## config.mk

```make
export PLATFORM = sky130hd
export DESIGN_NAME = dmlcd_core
export DESIGN_NICKNAME = d
export VERILOG_FILES = /design/src/common/dmlcd_pkg.sv /design/src/core/dmlcd_core.sv
export VERILOG_INCLUDE_DIRS = /design/src /design/src/common
export SDC_FILE = /design/constraint.sdc
export NUM_CORES = 2
export LEC_CHECK = 0
export ABC_CLOCK_PERIOD_IN_PS = 3300
export BUFFER_PORTS_ARGS = -buffer_cell sky130_fd_sc_hd__buf_2
export CAP_MARGIN = 25
export CELL_PAD_IN_SITES_DETAIL_PLACEMENT = 0
export CELL_PAD_IN_SITES_GLOBAL_PLACEMENT = 2
export CORE_MARGIN = 3
export CORE_UTILIZATION = 35
export CTS_BUF_LIST = sky130_fd_sc_hd__clkbuf_8
export DETAILED_ROUTE_END_ITERATION = 8
export PLACE_DENSITY = 0.63
export SLEW_MARGIN = 20
export SYNTH_ARGS = -nofsm -noshare
export SYNTH_HDL_FRONTEND = slang
export SYNTH_SLANG_ARGS = --single-unit
```

## constraint.sdc

```tcl
create_clock -name clk -period 3.3 [get_ports clk]
set_clock_uncertainty 0.15 [all_clocks]
set_input_delay 0.495 -clock clk [delete_from_list [all_inputs] [get_ports clk]]
set_output_delay 0.495 -clock clk [all_outputs]
set_load 0.02 [all_outputs]
```

## src/common/dmlcd_map.svh

```systemverilog
// Register indices, reset values and scan timing of the dot-matrix panel driver.
`ifndef DMLCD_MAP_SVH
`define DMLCD_MAP_SVH

// Register indices; the bus byte address is four times the index.
`define DMLCD_IDX_SUPPLY   16'hff60
`define DMLCD_IDX_DISPLAY  16'hff61
`define DMLCD_IDX_CONTRAST 16'hff62
`define DMLCD_IDX_MEM_LO   16'hf000
`define DMLCD_IDX_MEM_HI   16'hf276
`define DMLCD_MEM_WORDS    632

// Display memory layout: nibble offsets of the three row groups.
`define DMLCD_PAGE1_BASE   10'h100
`define DMLCD_ROW16_BASE   10'h200

// Field positions.
`define DMLCD_BIT_SUPPLY   0
`define DMLCD_BIT_REFSEL   1
`define DMLCD_BIT_DUTYLO   2
`define DMLCD_BIT_DUTYHI   3
`define DMLCD_BIT_PAGE     0
`define DMLCD_BIT_ALLON    1
`define DMLCD_BIT_ALLOFF   2

// Reset values.
`define DMLCD_RST_SUPPLY   1'b0
`define DMLCD_RST_REFSEL   1'b0
`define DMLCD_RST_DUTY     2'h0
`define DMLCD_RST_PAGE     1'b0
`define DMLCD_RST_ALLON    1'b0
`define DMLCD_RST_ALLOFF   1'b1

// Scan timing: oscillator in Hz, frame rate in Hz at sixteen commons.
`define DMLCD_OSC_HZ       32768
`define DMLCD_FRAME_HZ     32
`define DMLCD_TICKS_COM    (`DMLCD_OSC_HZ / (`DMLCD_FRAME_HZ * 16))
`define DMLCD_TICKS_COM8   (2 * `DMLCD_TICKS_COM)

`endif

```

## src/common/dmlcd_pkg.sv

```systemverilog
// Types shared by the dot-matrix panel driver.
package dmlcd_pkg;

  typedef struct packed {
    logic [16:0] com;
    logic [59:0] seg;
  } dmlcd_panel_t;

  typedef struct packed {
    logic [1:0]  oscSync;
    logic        oscPrev;
    logic [6:0]  divCnt;
    logic [4:0]  comIdx;
    logic [16:0] com;
    logic [59:0] seg;
    logic        supplyOn;
    logic        refSel;
    logic [1:0]  duty;
    logic        allOn;
    logic        allOff;
    logic        page;
    logic [3:0]  contrast;
    logic        rdy;
    logic        err;
    logic [31:0] rdata;
  } dmlcd_state_t;

endpackage : dmlcd_pkg

```

## src/core/dmlcd_core.sv

```systemverilog
// Dot-matrix panel driver: APB control, display memory and common scan.
//
// Chosen here: the register addresses and the APB register port.
`timescale 1ns/100ps
`include "dmlcd_map.svh"

module dmlcd_core
  import dmlcd_pkg::*;
#(
  parameter bit EXT_LEVELS = 1'b0
) (
  // Clock and reset.
  input  wire logic         clk,
  input  wire logic         srst,
  // APB slave.
  input  wire logic [31:0]  paddr,
  input  wire logic         psel,
  input  wire logic         penable,
  input  wire logic         pwrite,
  input  wire logic [31:0]  pwdata,
  output logic      [31:0]  prdata,
  output logic              pready,
  output logic              pslverr,
  // Low-speed oscillator pin.
  input  wire logic         lowSpeedOsc,
  // Panel and drive-level generator.
  output dmlcd_panel_t      panel,
  output logic              driveSupplyOn,
  output logic              referenceLevelSelect,
  output logic [3:0]        contrastCode
);

  // Last active common for a duty select value.
  function automatic logic [4:0] lastCom(input logic [1:0] duty);
    if (duty[1]) begin
      lastCom = 5'h07;
    end else if (duty[0]) begin
      lastCom = 5'h0f;
    end else begin
      lastCom = 5'h10;
    end
  endfunction : lastCom

  // True when a register index falls inside the display memory window.
  function automatic logic isMem(input logic [15:0] idx);
    isMem = (idx >= `DMLCD_IDX_MEM_LO) && (idx <= `DMLCD_IDX_MEM_HI);
  endfunction : isMem

  dmlcd_state_t st_q;
  dmlcd_state_t st_d;

  // Contents are left uninitialised on purpose; software clears them.
  logic [3:0] dispMem [`DMLCD_MEM_WORDS];

  logic [15:0] busIdx;
  logic [9:0]  memOff;
  logic        accessDone;
  logic        oscRise;
  logic        comStep;
  logic [6:0]  comTicks;
  logic [9:0]  rowBase;
  logic        rowHalf;
  logic [1:0]  rowBit;
  logic [59:0] rowData;

  assign busIdx     = paddr[17:2];
  assign memOff     = busIdx[9:0];
  assign accessDone = psel && penable && st_q.rdy;
  assign oscRise    = st_q.oscSync[1] && !st_q.oscPrev;
  assign comTicks   = st_q.duty[1] ? 7'(`DMLCD_TICKS_COM8 - 1) : 7'(`DMLCD_TICKS_COM - 1);
  assign comStep    = oscRise && (st_q.divCnt == comTicks);

  // Row addressing: commons 0-7 and 8-15 use two nibbles per segment, 16 uses one.
  always_comb begin
    rowHalf = st_q.comIdx[2];
    rowBit  = st_q.comIdx[1:0];
    if (st_q.comIdx[4]) begin
      rowBase = `DMLCD_ROW16_BASE;
      rowHalf = 1'b0;
      rowBit  = 2'h0;
    end else if (st_q.comIdx[3]) begin
      rowBase = `DMLCD_PAGE1_BASE;
    end else if (st_q.duty[1] && st_q.page) begin
      rowBase = `DMLCD_PAGE1_BASE;
    end else begin
      rowBase = 10'h000;
    end
  end

  genvar s;
  generate
    for (s = 0; s < 60; s++) begin : gSeg
      logic [9:0] segAddr;
      assign segAddr    = rowBase + 10'(2 * s) + {9'h000, rowHalf};
      assign rowData[s] = dispMem[segAddr][rowBit];
    end
  endgenerate

  always_comb begin
    st_d = st_q;
    st_d.oscSync = {st_q.oscSync[0], lowSpeedOsc};
    st_d.oscPrev = st_q.oscSync[1];

    // Common scan from the oscillator divider.
    if (oscRise) begin
      st_d.divCnt = comStep ? 7'h00 : st_q.divCnt + 7'h01;
    end
    if (st_q.comIdx > lastCom(st_q.duty)) begin
      st_d.comIdx = 5'h00;
    end else if (comStep) begin
      st_d.comIdx = (st_q.comIdx == lastCom(st_q.duty)) ? 5'h00 : st_q.comIdx + 5'h01;
    end
    // Without supply the drive levels collapse, so no common is selected.
    st_d.com = st_q.supplyOn ? 17'(17'h00001 << st_q.comIdx) : 17'h00000;
    if (st_q.allOn) begin
      st_d.seg = {60{1'b1}};
    end else if (st_q.allOff) begin
      st_d.seg = 60'h0;
    end else begin
      st_d.seg = rowData;
    end

    // One wait state: read data is captured at the same edge that pready rises.
    st_d.rdy = psel && penable && !st_q.rdy;
    if (psel && penable && !st_q.rdy) begin
      st_d.rdata = 32'h00000000;
      st_d.err   = 1'b0;
      if (isMem(busIdx)) begin
        st_d.rdata = {28'h0000000, dispMem[memOff]};
      end else if (busIdx == `DMLCD_IDX_SUPPLY) begin
        st_d.rdata = {28'h0000000, st_q.duty, st_q.refSel, st_q.supplyOn};
      end else if (busIdx == `DMLCD_IDX_DISPLAY) begin
        st_d.rdata = {29'h0, st_q.allOff, st_q.allOn, st_q.page};
      end else if (busIdx == `DMLCD_IDX_CONTRAST) begin
        st_d.rdata = {28'h0000000, st_q.contrast};
      end else begin
        st_d.err = 1'b1;
      end
    end

    if (accessDone && pwrite) begin
      if (busIdx == `DMLCD_IDX_SUPPLY) begin
        st_d.supplyOn = pwdata[`DMLCD_BIT_SUPPLY];
        st_d.refSel   = pwdata[`DMLCD_BIT_REFSEL];
        st_d.duty     = {pwdata[`DMLCD_BIT_DUTYHI], pwdata[`DMLCD_BIT_DUTYLO]};
      end
      if (busIdx == `DMLCD_IDX_DISPLAY) begin
        st_d.page   = pwdata[`DMLCD_BIT_PAGE];
        st_d.allOn  = pwdata[`DMLCD_BIT_ALLON];
        st_d.allOff = pwdata[`DMLCD_BIT_ALLOFF];
      end
      if (busIdx == `DMLCD_IDX_CONTRAST) begin
        st_d.contrast = pwdata[3:0];
      end
    end
  end

  always_ff @(posedge clk) begin
    if (srst) begin
      st_q          <= '0;
      st_q.supplyOn <= `DMLCD_RST_SUPPLY;
      st_q.refSel   <= `DMLCD_RST_REFSEL;
      st_q.duty     <= `DMLCD_RST_DUTY;
      st_q.page     <= `DMLCD_RST_PAGE;
      st_q.allOn    <= `DMLCD_RST_ALLON;
      st_q.allOff   <= `DMLCD_RST_ALLOFF;
    end else begin
      st_q <= st_d;
    end
  end

  // The memory has no reset and is written only at the completing edge.
  always_ff @(posedge clk) begin
    if (accessDone && pwrite && isMem(busIdx)) begin
      dispMem[memOff] <= pwdata[3:0];
    end
  end

  assign prdata               = st_q.rdata;
  assign pready               = st_q.rdy;
  assign pslverr              = st_q.rdy && st_q.err;
  assign panel.com            = st_q.com;
  assign panel.seg            = st_q.seg;
  assign driveSupplyOn        = st_q.supplyOn;
  assign referenceLevelSelect = st_q.refSel;
  // With external levels the generator ignores contrast, so it is held at zero.
  assign contrastCode         = EXT_LEVELS ? 4'h0 : st_q.contrast;
endmodule : dmlcd_core

```

Word level (Yosys, flattened, before mapping)
Memories as Yosys holds them, arrays and structs flattened.
Cells that the tools add are included.
Operators by class
  add/sub/neg operators: 121
  magnitude comparators: 4
  equal/unequal tests: 5
  shifts and indexed selects: 1
  multiplexer cells: 144
  bitwise gates (word level): 1
  reduce and logical (&&, ||, !) cells: 17
Operators by type and width (number)
  $add A10 B1 Y10: 60
  $add A10 B7 Y10 const B: 28
  $add A10 B6 Y10 const B: 16
  $bmux W1 S2: 60
  $mux W60: 2
  $add A10 B5 Y10 const B: 8
  $mux W1: 67
  $eq A16 B16 Y1 const B: 3
  $add A10 B4 Y10 const B: 4
  $mux W5: 5
  $add A10 B3 Y10 const B: 2
  $mux W9: 2
  $shl A1 B5 Y17 const A: 1
  $ge A16 B16 Y1 const B: 1
  $le A16 B16 Y1 const B: 1
  $mux W4: 4
  $mux W7: 2
  $add A10 B2 Y10 const B: 1
  $logic_and A1 B1 Y1: 10
  $mux W10: 1
  $add A7 B1 Y7 const B: 1
  $eq A7 B7 Y1: 1
  $reduce_and A2 Y1: 3
  $add A5 B1 Y5 const B: 1
  7 further kinds: 9
Storage, ports and cells
  bits in registers: 137
  memory bits (writable): 2528
  bits of input ports: 70
  output and inout bits: 117
  word-level logic and storage cells: 310
  memories kept: 1
Memory list
  dispMem: words 632, bits a word 4, rd ports 61, clocked after Yosys merged registers in 0, wr ports 1, RTL line dmlcd_core.sv:53  | logic [3:0] dispMem [`DMLCD_MEM_WORDS];

Longest topological paths before layout
An unclocked memory read counts as a cell.
  depth after elaboration: 11
  depth in mapped cells: 15
  depth with buffers taken out: 10

Least setup slack after synthesis
OpenSTA, ideal clock, no wires.
  kind: input-to-reg
  start: input paddr[2]
  end: memory dispMem[537][0], enable pin
  setup time: 0.329 ns
  arrival: 2.664 ns
  data required time: 2.821 ns
  setup slack: 0.156 ns
  stages: 10
  buffers on the path: 4
  cell sequence: buf_6 buf_6 buf_2 a21oi_1 o2111ai_2 nor3_4 nor4b_2 nand2_1 buf_2 nor2_1
Between the ends
  cells in the longest elaborated chain, start to end: 5
  elaborated cells between the ends (all ways): 6
  classes of those cells: order compare (2); mux (2); reduce/logical (2)
Ends and longest elaborated chain
  start, declared: RTL line dmlcd_core.sv:16  | input wire logic [31:0] paddr,
  $ge A16 B16 Y1 (no line) / $le A16 B16 Y1 (equally long branches)
  $logic_and A1 B1 Y1: RTL line dmlcd_core.sv:46  | isMem = (idx >= `DMLCD_IDX_MEM_LO) && (idx <= `DMLCD_IDX_MEM_HI);
  $logic_and A1 B1 Y1: RTL line dmlcd_core.sv:174  | if (accessDone && pwrite && isMem(busIdx)) begin
  $mux W1: RTL line dmlcd_core.sv:174
  $mux W1 (implied by the code): RTL line dmlcd_core.sv:175  | dispMem[memOff] <= pwdata[3:0];
  end, declared: RTL line dmlcd_core.sv:53
Parallel ways exist; a longest one is shown, timed or not.

==> reports/summary.txt <==
==========================================================================================
Mean area per synthesized cell                                                   18.3 um^2
Warnings from Yosys                                                                      0
Startpoint-to-endpoint class of the critical path                             flip-flop to flip-flop
Vias in the first global route                                                       69500
Dominant combinational cell family by area after synthesis                    multiplexers
CP startpoint                                                                 dispMem[602][3]
Area taken by multi-input logic gates                                          0.0315 mm^2
Final min period                                                                   3.32 ns
Endpoint required time on the critical path                                        4.15 ns
Actual slew at the worst max-slew pin                                             0.960 ns
Weighted congestion at the end of routability-driven global placement                0.923
Dominant delay contributor by cell family on the critical path                compound AO/OA/AOI/OAI gates
Violations in the final reports                                               setup timing
Vert. Die Dim                                                                       573 um
Core outline area                                                               0.319 mm^2
Floorplan row count                                                                    207
Number of instances in the synthesized netlist                                        6155
Longest individual stage delay on the worst path                                   0.53 ns
First-pass GRT wire length                                                       561000 um
Fraction of synthesized cell area in xor and xnor cells                           0.000467
Post-route fraction of the period consumed by the critical path                       1.00
Cell with the biggest individual delay on the critical path                   sky130_fd_sc_hd__a221oi_2
Final setup viols                                                                        1
Global routing usage on met2                                                         0.382
Nets                                                                                  7759
Most congested layer reported by global routing                                       met2
Max Transition Viols Final                                                               0
Number of storage elements in the synthesis netlist                                   2637
Critical R2R Launch                                                           dispMem[602][3]
Path class of the lowest-slack min-delay path                                 input port to flip-flop
Initial antenna violation count                                                         34
Die outline width                                                                   573 um
Initial DRT Pass Iterations                                                              8
Root cell of the clock tree                                                   sky130_fd_sc_hd__clkbuf_8
Number of buffers added by the clock tree synthesis step                               444
Final setup TNS                                                                 -0.0165 ns
Top post-synthesis cells by area                                              sky130_fd_sc_hd__edfxtp_1, sky130_fd_sc_hd__mux4_2, sky130_fd_sc_hd__nor2_1
Most frequent cells in the layout                                             sky130_fd_sc_hd__edfxtp_1, sky130_fd_sc_hd__buf_4, sky130_fd_sc_hd__mux4_2
Residual DRC count                                                                       0
Critical path startpoint category                                                flip-flop
Antenna-violating nets left                                                              0
Compound-gate portion of the synthesized area                                       0.0252
Grt total ovfl                                                                           0
Leakage power                                                                      47.1 nW
Worst Path Max Fanout                                                                    1
Post-synthesis sequential area ratio                                                 0.694
Portion of netlist area occupied by mux cells                                        0.201
Share of the synthesized area in the top cell type                                   0.675
Cell accounting for the most synthesized area                                 sky130_fd_sc_hd__edfxtp_1
Post-synthesis to final-layout area growth                                           22.5%
Met1 layer usage reported by global route                                            0.335
Final critical-path setup slack                                                 -0.0165 ns
Peak supply drop                                                                0.000348 V
Critical path endpoint category                                                  flip-flop
Clock tree from TritonCTS                                                            built
Overall Global Routing Usage                                                         0.241
Drt via density                                                                       5.51
Combined flip-flop and latch cell area                                         0.0781 mm^2
Initial detailed-routing violation count                                              8441
Number of buffer and inverter stages on the critical path                                2
Total standard cell area after synthesis                                        0.112 mm^2
Bufs on Longest Clock Path                                                               4
Primary flip-flop cell chosen by synthesis mapping                            sky130_fd_sc_hd__edfxtp_1
Simple-gate share of the synthesized area                                           0.0496
Max capacitance violation total                                                          0
Beginning of the worst hold path                                                      srst
WL/cell                                                                            32.8 um
Worst slew margin                                                                    0.356
Unique cell type count in the Yosys netlist                                             72
CP Data Arrival Time                                                               4.17 ns
IO Count                                                                               187
Share of synthesized cell area in full adder, half adder and majority cells        0.00133
Clock Sinks                                                                           2637
Clock slew at the register clock pins of the worst setup and hold paths            0.06 ns
Die Footprint                                                                   0.328 mm^2
Most common cell type on the critical path                                    sky130_fd_sc_hd__buf_4
Hold violation count in the final report                                                 0
CTS H-Tree Depth                                                                         5
Async set or reset register ratio after synthesis                                        0
Setup fix buffers added after clock tree synthesis                                       0
Starting density of the core                                                         0.353
Total via count in the routed design                                                 68000
Minimum setup slack after placement                                               -1.13 ns
Met3 Use GR                                                                         0.0474
CP cell instances                                                             mux4_2 > mux2i_1 > buf_4 > o22ai_1 > nor2_2 > buf_4 > o221ai_1 > a221oi_2 > nand4b_1 > o21a_1
Share of cells above drive strength 1                                                0.393
Number of buffers added on ports                                                       114
Routed Wire Length                                                               404000 um
EDFF count, synth                                                                     2528
DP HPWL                                                                          287000 um
Leading cell type in the layout, fill and taps excluded                       sky130_fd_sc_hd__edfxtp_1
Run status                                                                    complete, but fails checks
Power density over the cells                                                   501 mW/mm^2
Filler Cells Inserted                                                                28200
Latest clock arrival within the worst-skew pair                                    1.12 ns
Largest net degree at the start of global routing                                      113
Share of the core filled with cells                                                  0.432
Highest Clock Rate                                                               0.302 GHz
==========================================================================================
## per-layer routing
layer	up-vias	wire length, um
met1	36200	168000
met5	-	81
met3	617	33200
met4	12	14800
li1	27900	-
met2	3300	189000
## synthesized netlist by cell type (all sizes together) (3+ instances only)
| cell | number |
|---|---|
| a22o | 9 |
| o221ai | 7 |
| a311oi | 3 |
| and2 | 15 |
| xor2 | 5 |
| clkinv | 4 |
| nor3 | 25 |
| dfxtp | 109 |
| nand3 | 89 |
| a31oi | 34 |
| buf | 320 |
| or3 | 4 |
| nor4 | 7 |
| o21a | 3 |
| inv | 7 |
| nor2 | 877 |
| a21oi | 53 |
| nor2b | 18 |
| o311ai | 3 |
| nand2 | 260 |
| a211oi | 15 |
| nand4b | 4 |
| edfxtp | 2528 |
| and3 | 15 |
| a32oi | 6 |
| o31ai | 3 |
| mux2i | 254 |
| mux2 | 13 |
| ha | 12 |
| o21ai | 39 |
| nand4 | 17 |
| or2 | 5 |
| nand2b | 15 |
| mux4 | 882 |
| clkbuf | 260 |
| a22oi | 115 |
| o211ai | 15 |
| o22ai | 24 |
| a221oi | 42 |
| a2111oi | 4 |
| o2111ai | 12 |
## worst paths after layout
path         slack, ns  depth (start not counted)        end
min reg2reg       0.30                          1  st_d[134]
max reg2reg      -0.02                         10  prdata[3]
min               0.16                          3   st_q[42]
max              -0.02                         10  prdata[3]
## where the power goes
group	total (mW)	leakage (nW)	internal [mW]	switching, mW
Clock	28.1	4.83	14.4	13.8
Combinational	4.31	18.7	1.62	2.69
Sequential	36.7	23.6	36.6	0.0103
Total	69.1	47.1	52.6	16.4
## worst register-to-register path: stages, from the launching register on
cell and delay [ns]:
sky130_fd_sc_hd__edfxtp_1 0.39, sky130_fd_sc_hd__mux4_2 0.49, sky130_fd_sc_hd__mux2i_1 0.15, sky130_fd_sc_hd__buf_4 0.14
sky130_fd_sc_hd__o22ai_1 0.12, sky130_fd_sc_hd__nor2_2 0.29, sky130_fd_sc_hd__buf_4 0.20, sky130_fd_sc_hd__o221ai_1 0.22
sky130_fd_sc_hd__a221oi_2 0.53, sky130_fd_sc_hd__nand4b_1 0.27, sky130_fd_sc_hd__o21a_1 0.24
## area by class of cell
cell class              instances  area share
diodes                         11    0.000200
well taps                    4284      0.0389
multi-input cells            2958       0.229
clock inverters               354      0.0150
flip-flops and latches       2637       0.567
repair buffers               1625       0.104
inverters                      11    0.000372
clock buffers                 460      0.0459
## registers in the layout, summed over array words and instances (netlist names)
name / cells
prdata: 4
driveSupplyOn: 1
referenceLevelSelect: 1
panel: 77
st_d: 2
dispMem: 2528
contrastCode: 4
pready: 1
st_q: 19
## metrics by stage
step / area [um^2] / total power, mW / hold slack, ns / cells
after global routing: 138000 / 71.3 / 0.0861 / 12300
after detailed placement: 129000 / 41.6 / 0.305 / 11500
after CTS: 138000 / 69.7 / 0.0497 / 12300
after global placement: 129000 / 41.6 / 0.298 / 11500
after floorplan: 113000 / 39.1 / 0.264 / 6186
final: 138000 / 69.1 / 0.159 / 12300
## logic make-up (layout without fill, tap and decap cells)
logic type,after synthesis,count (layout)
xor gates and xnor gates,6,6
and+or+nand+nor,1361,1361
adders and majority gates,12,12
buffers and inverters,591,2450
AOI/OAI and AO/OA,398,398
muxes,1149,1149
other,1,43
DFF,2637,2637
## repair_timing
action                                  CTS  global route
gates resized for setup                   4             2
hold buffers                             15             0
endpoints found under the hold margin  1422             0
gates cloned                              0             0
setup endpoints to repair                 3             2
Note: power is estimated with default switching activity, not from simulation.
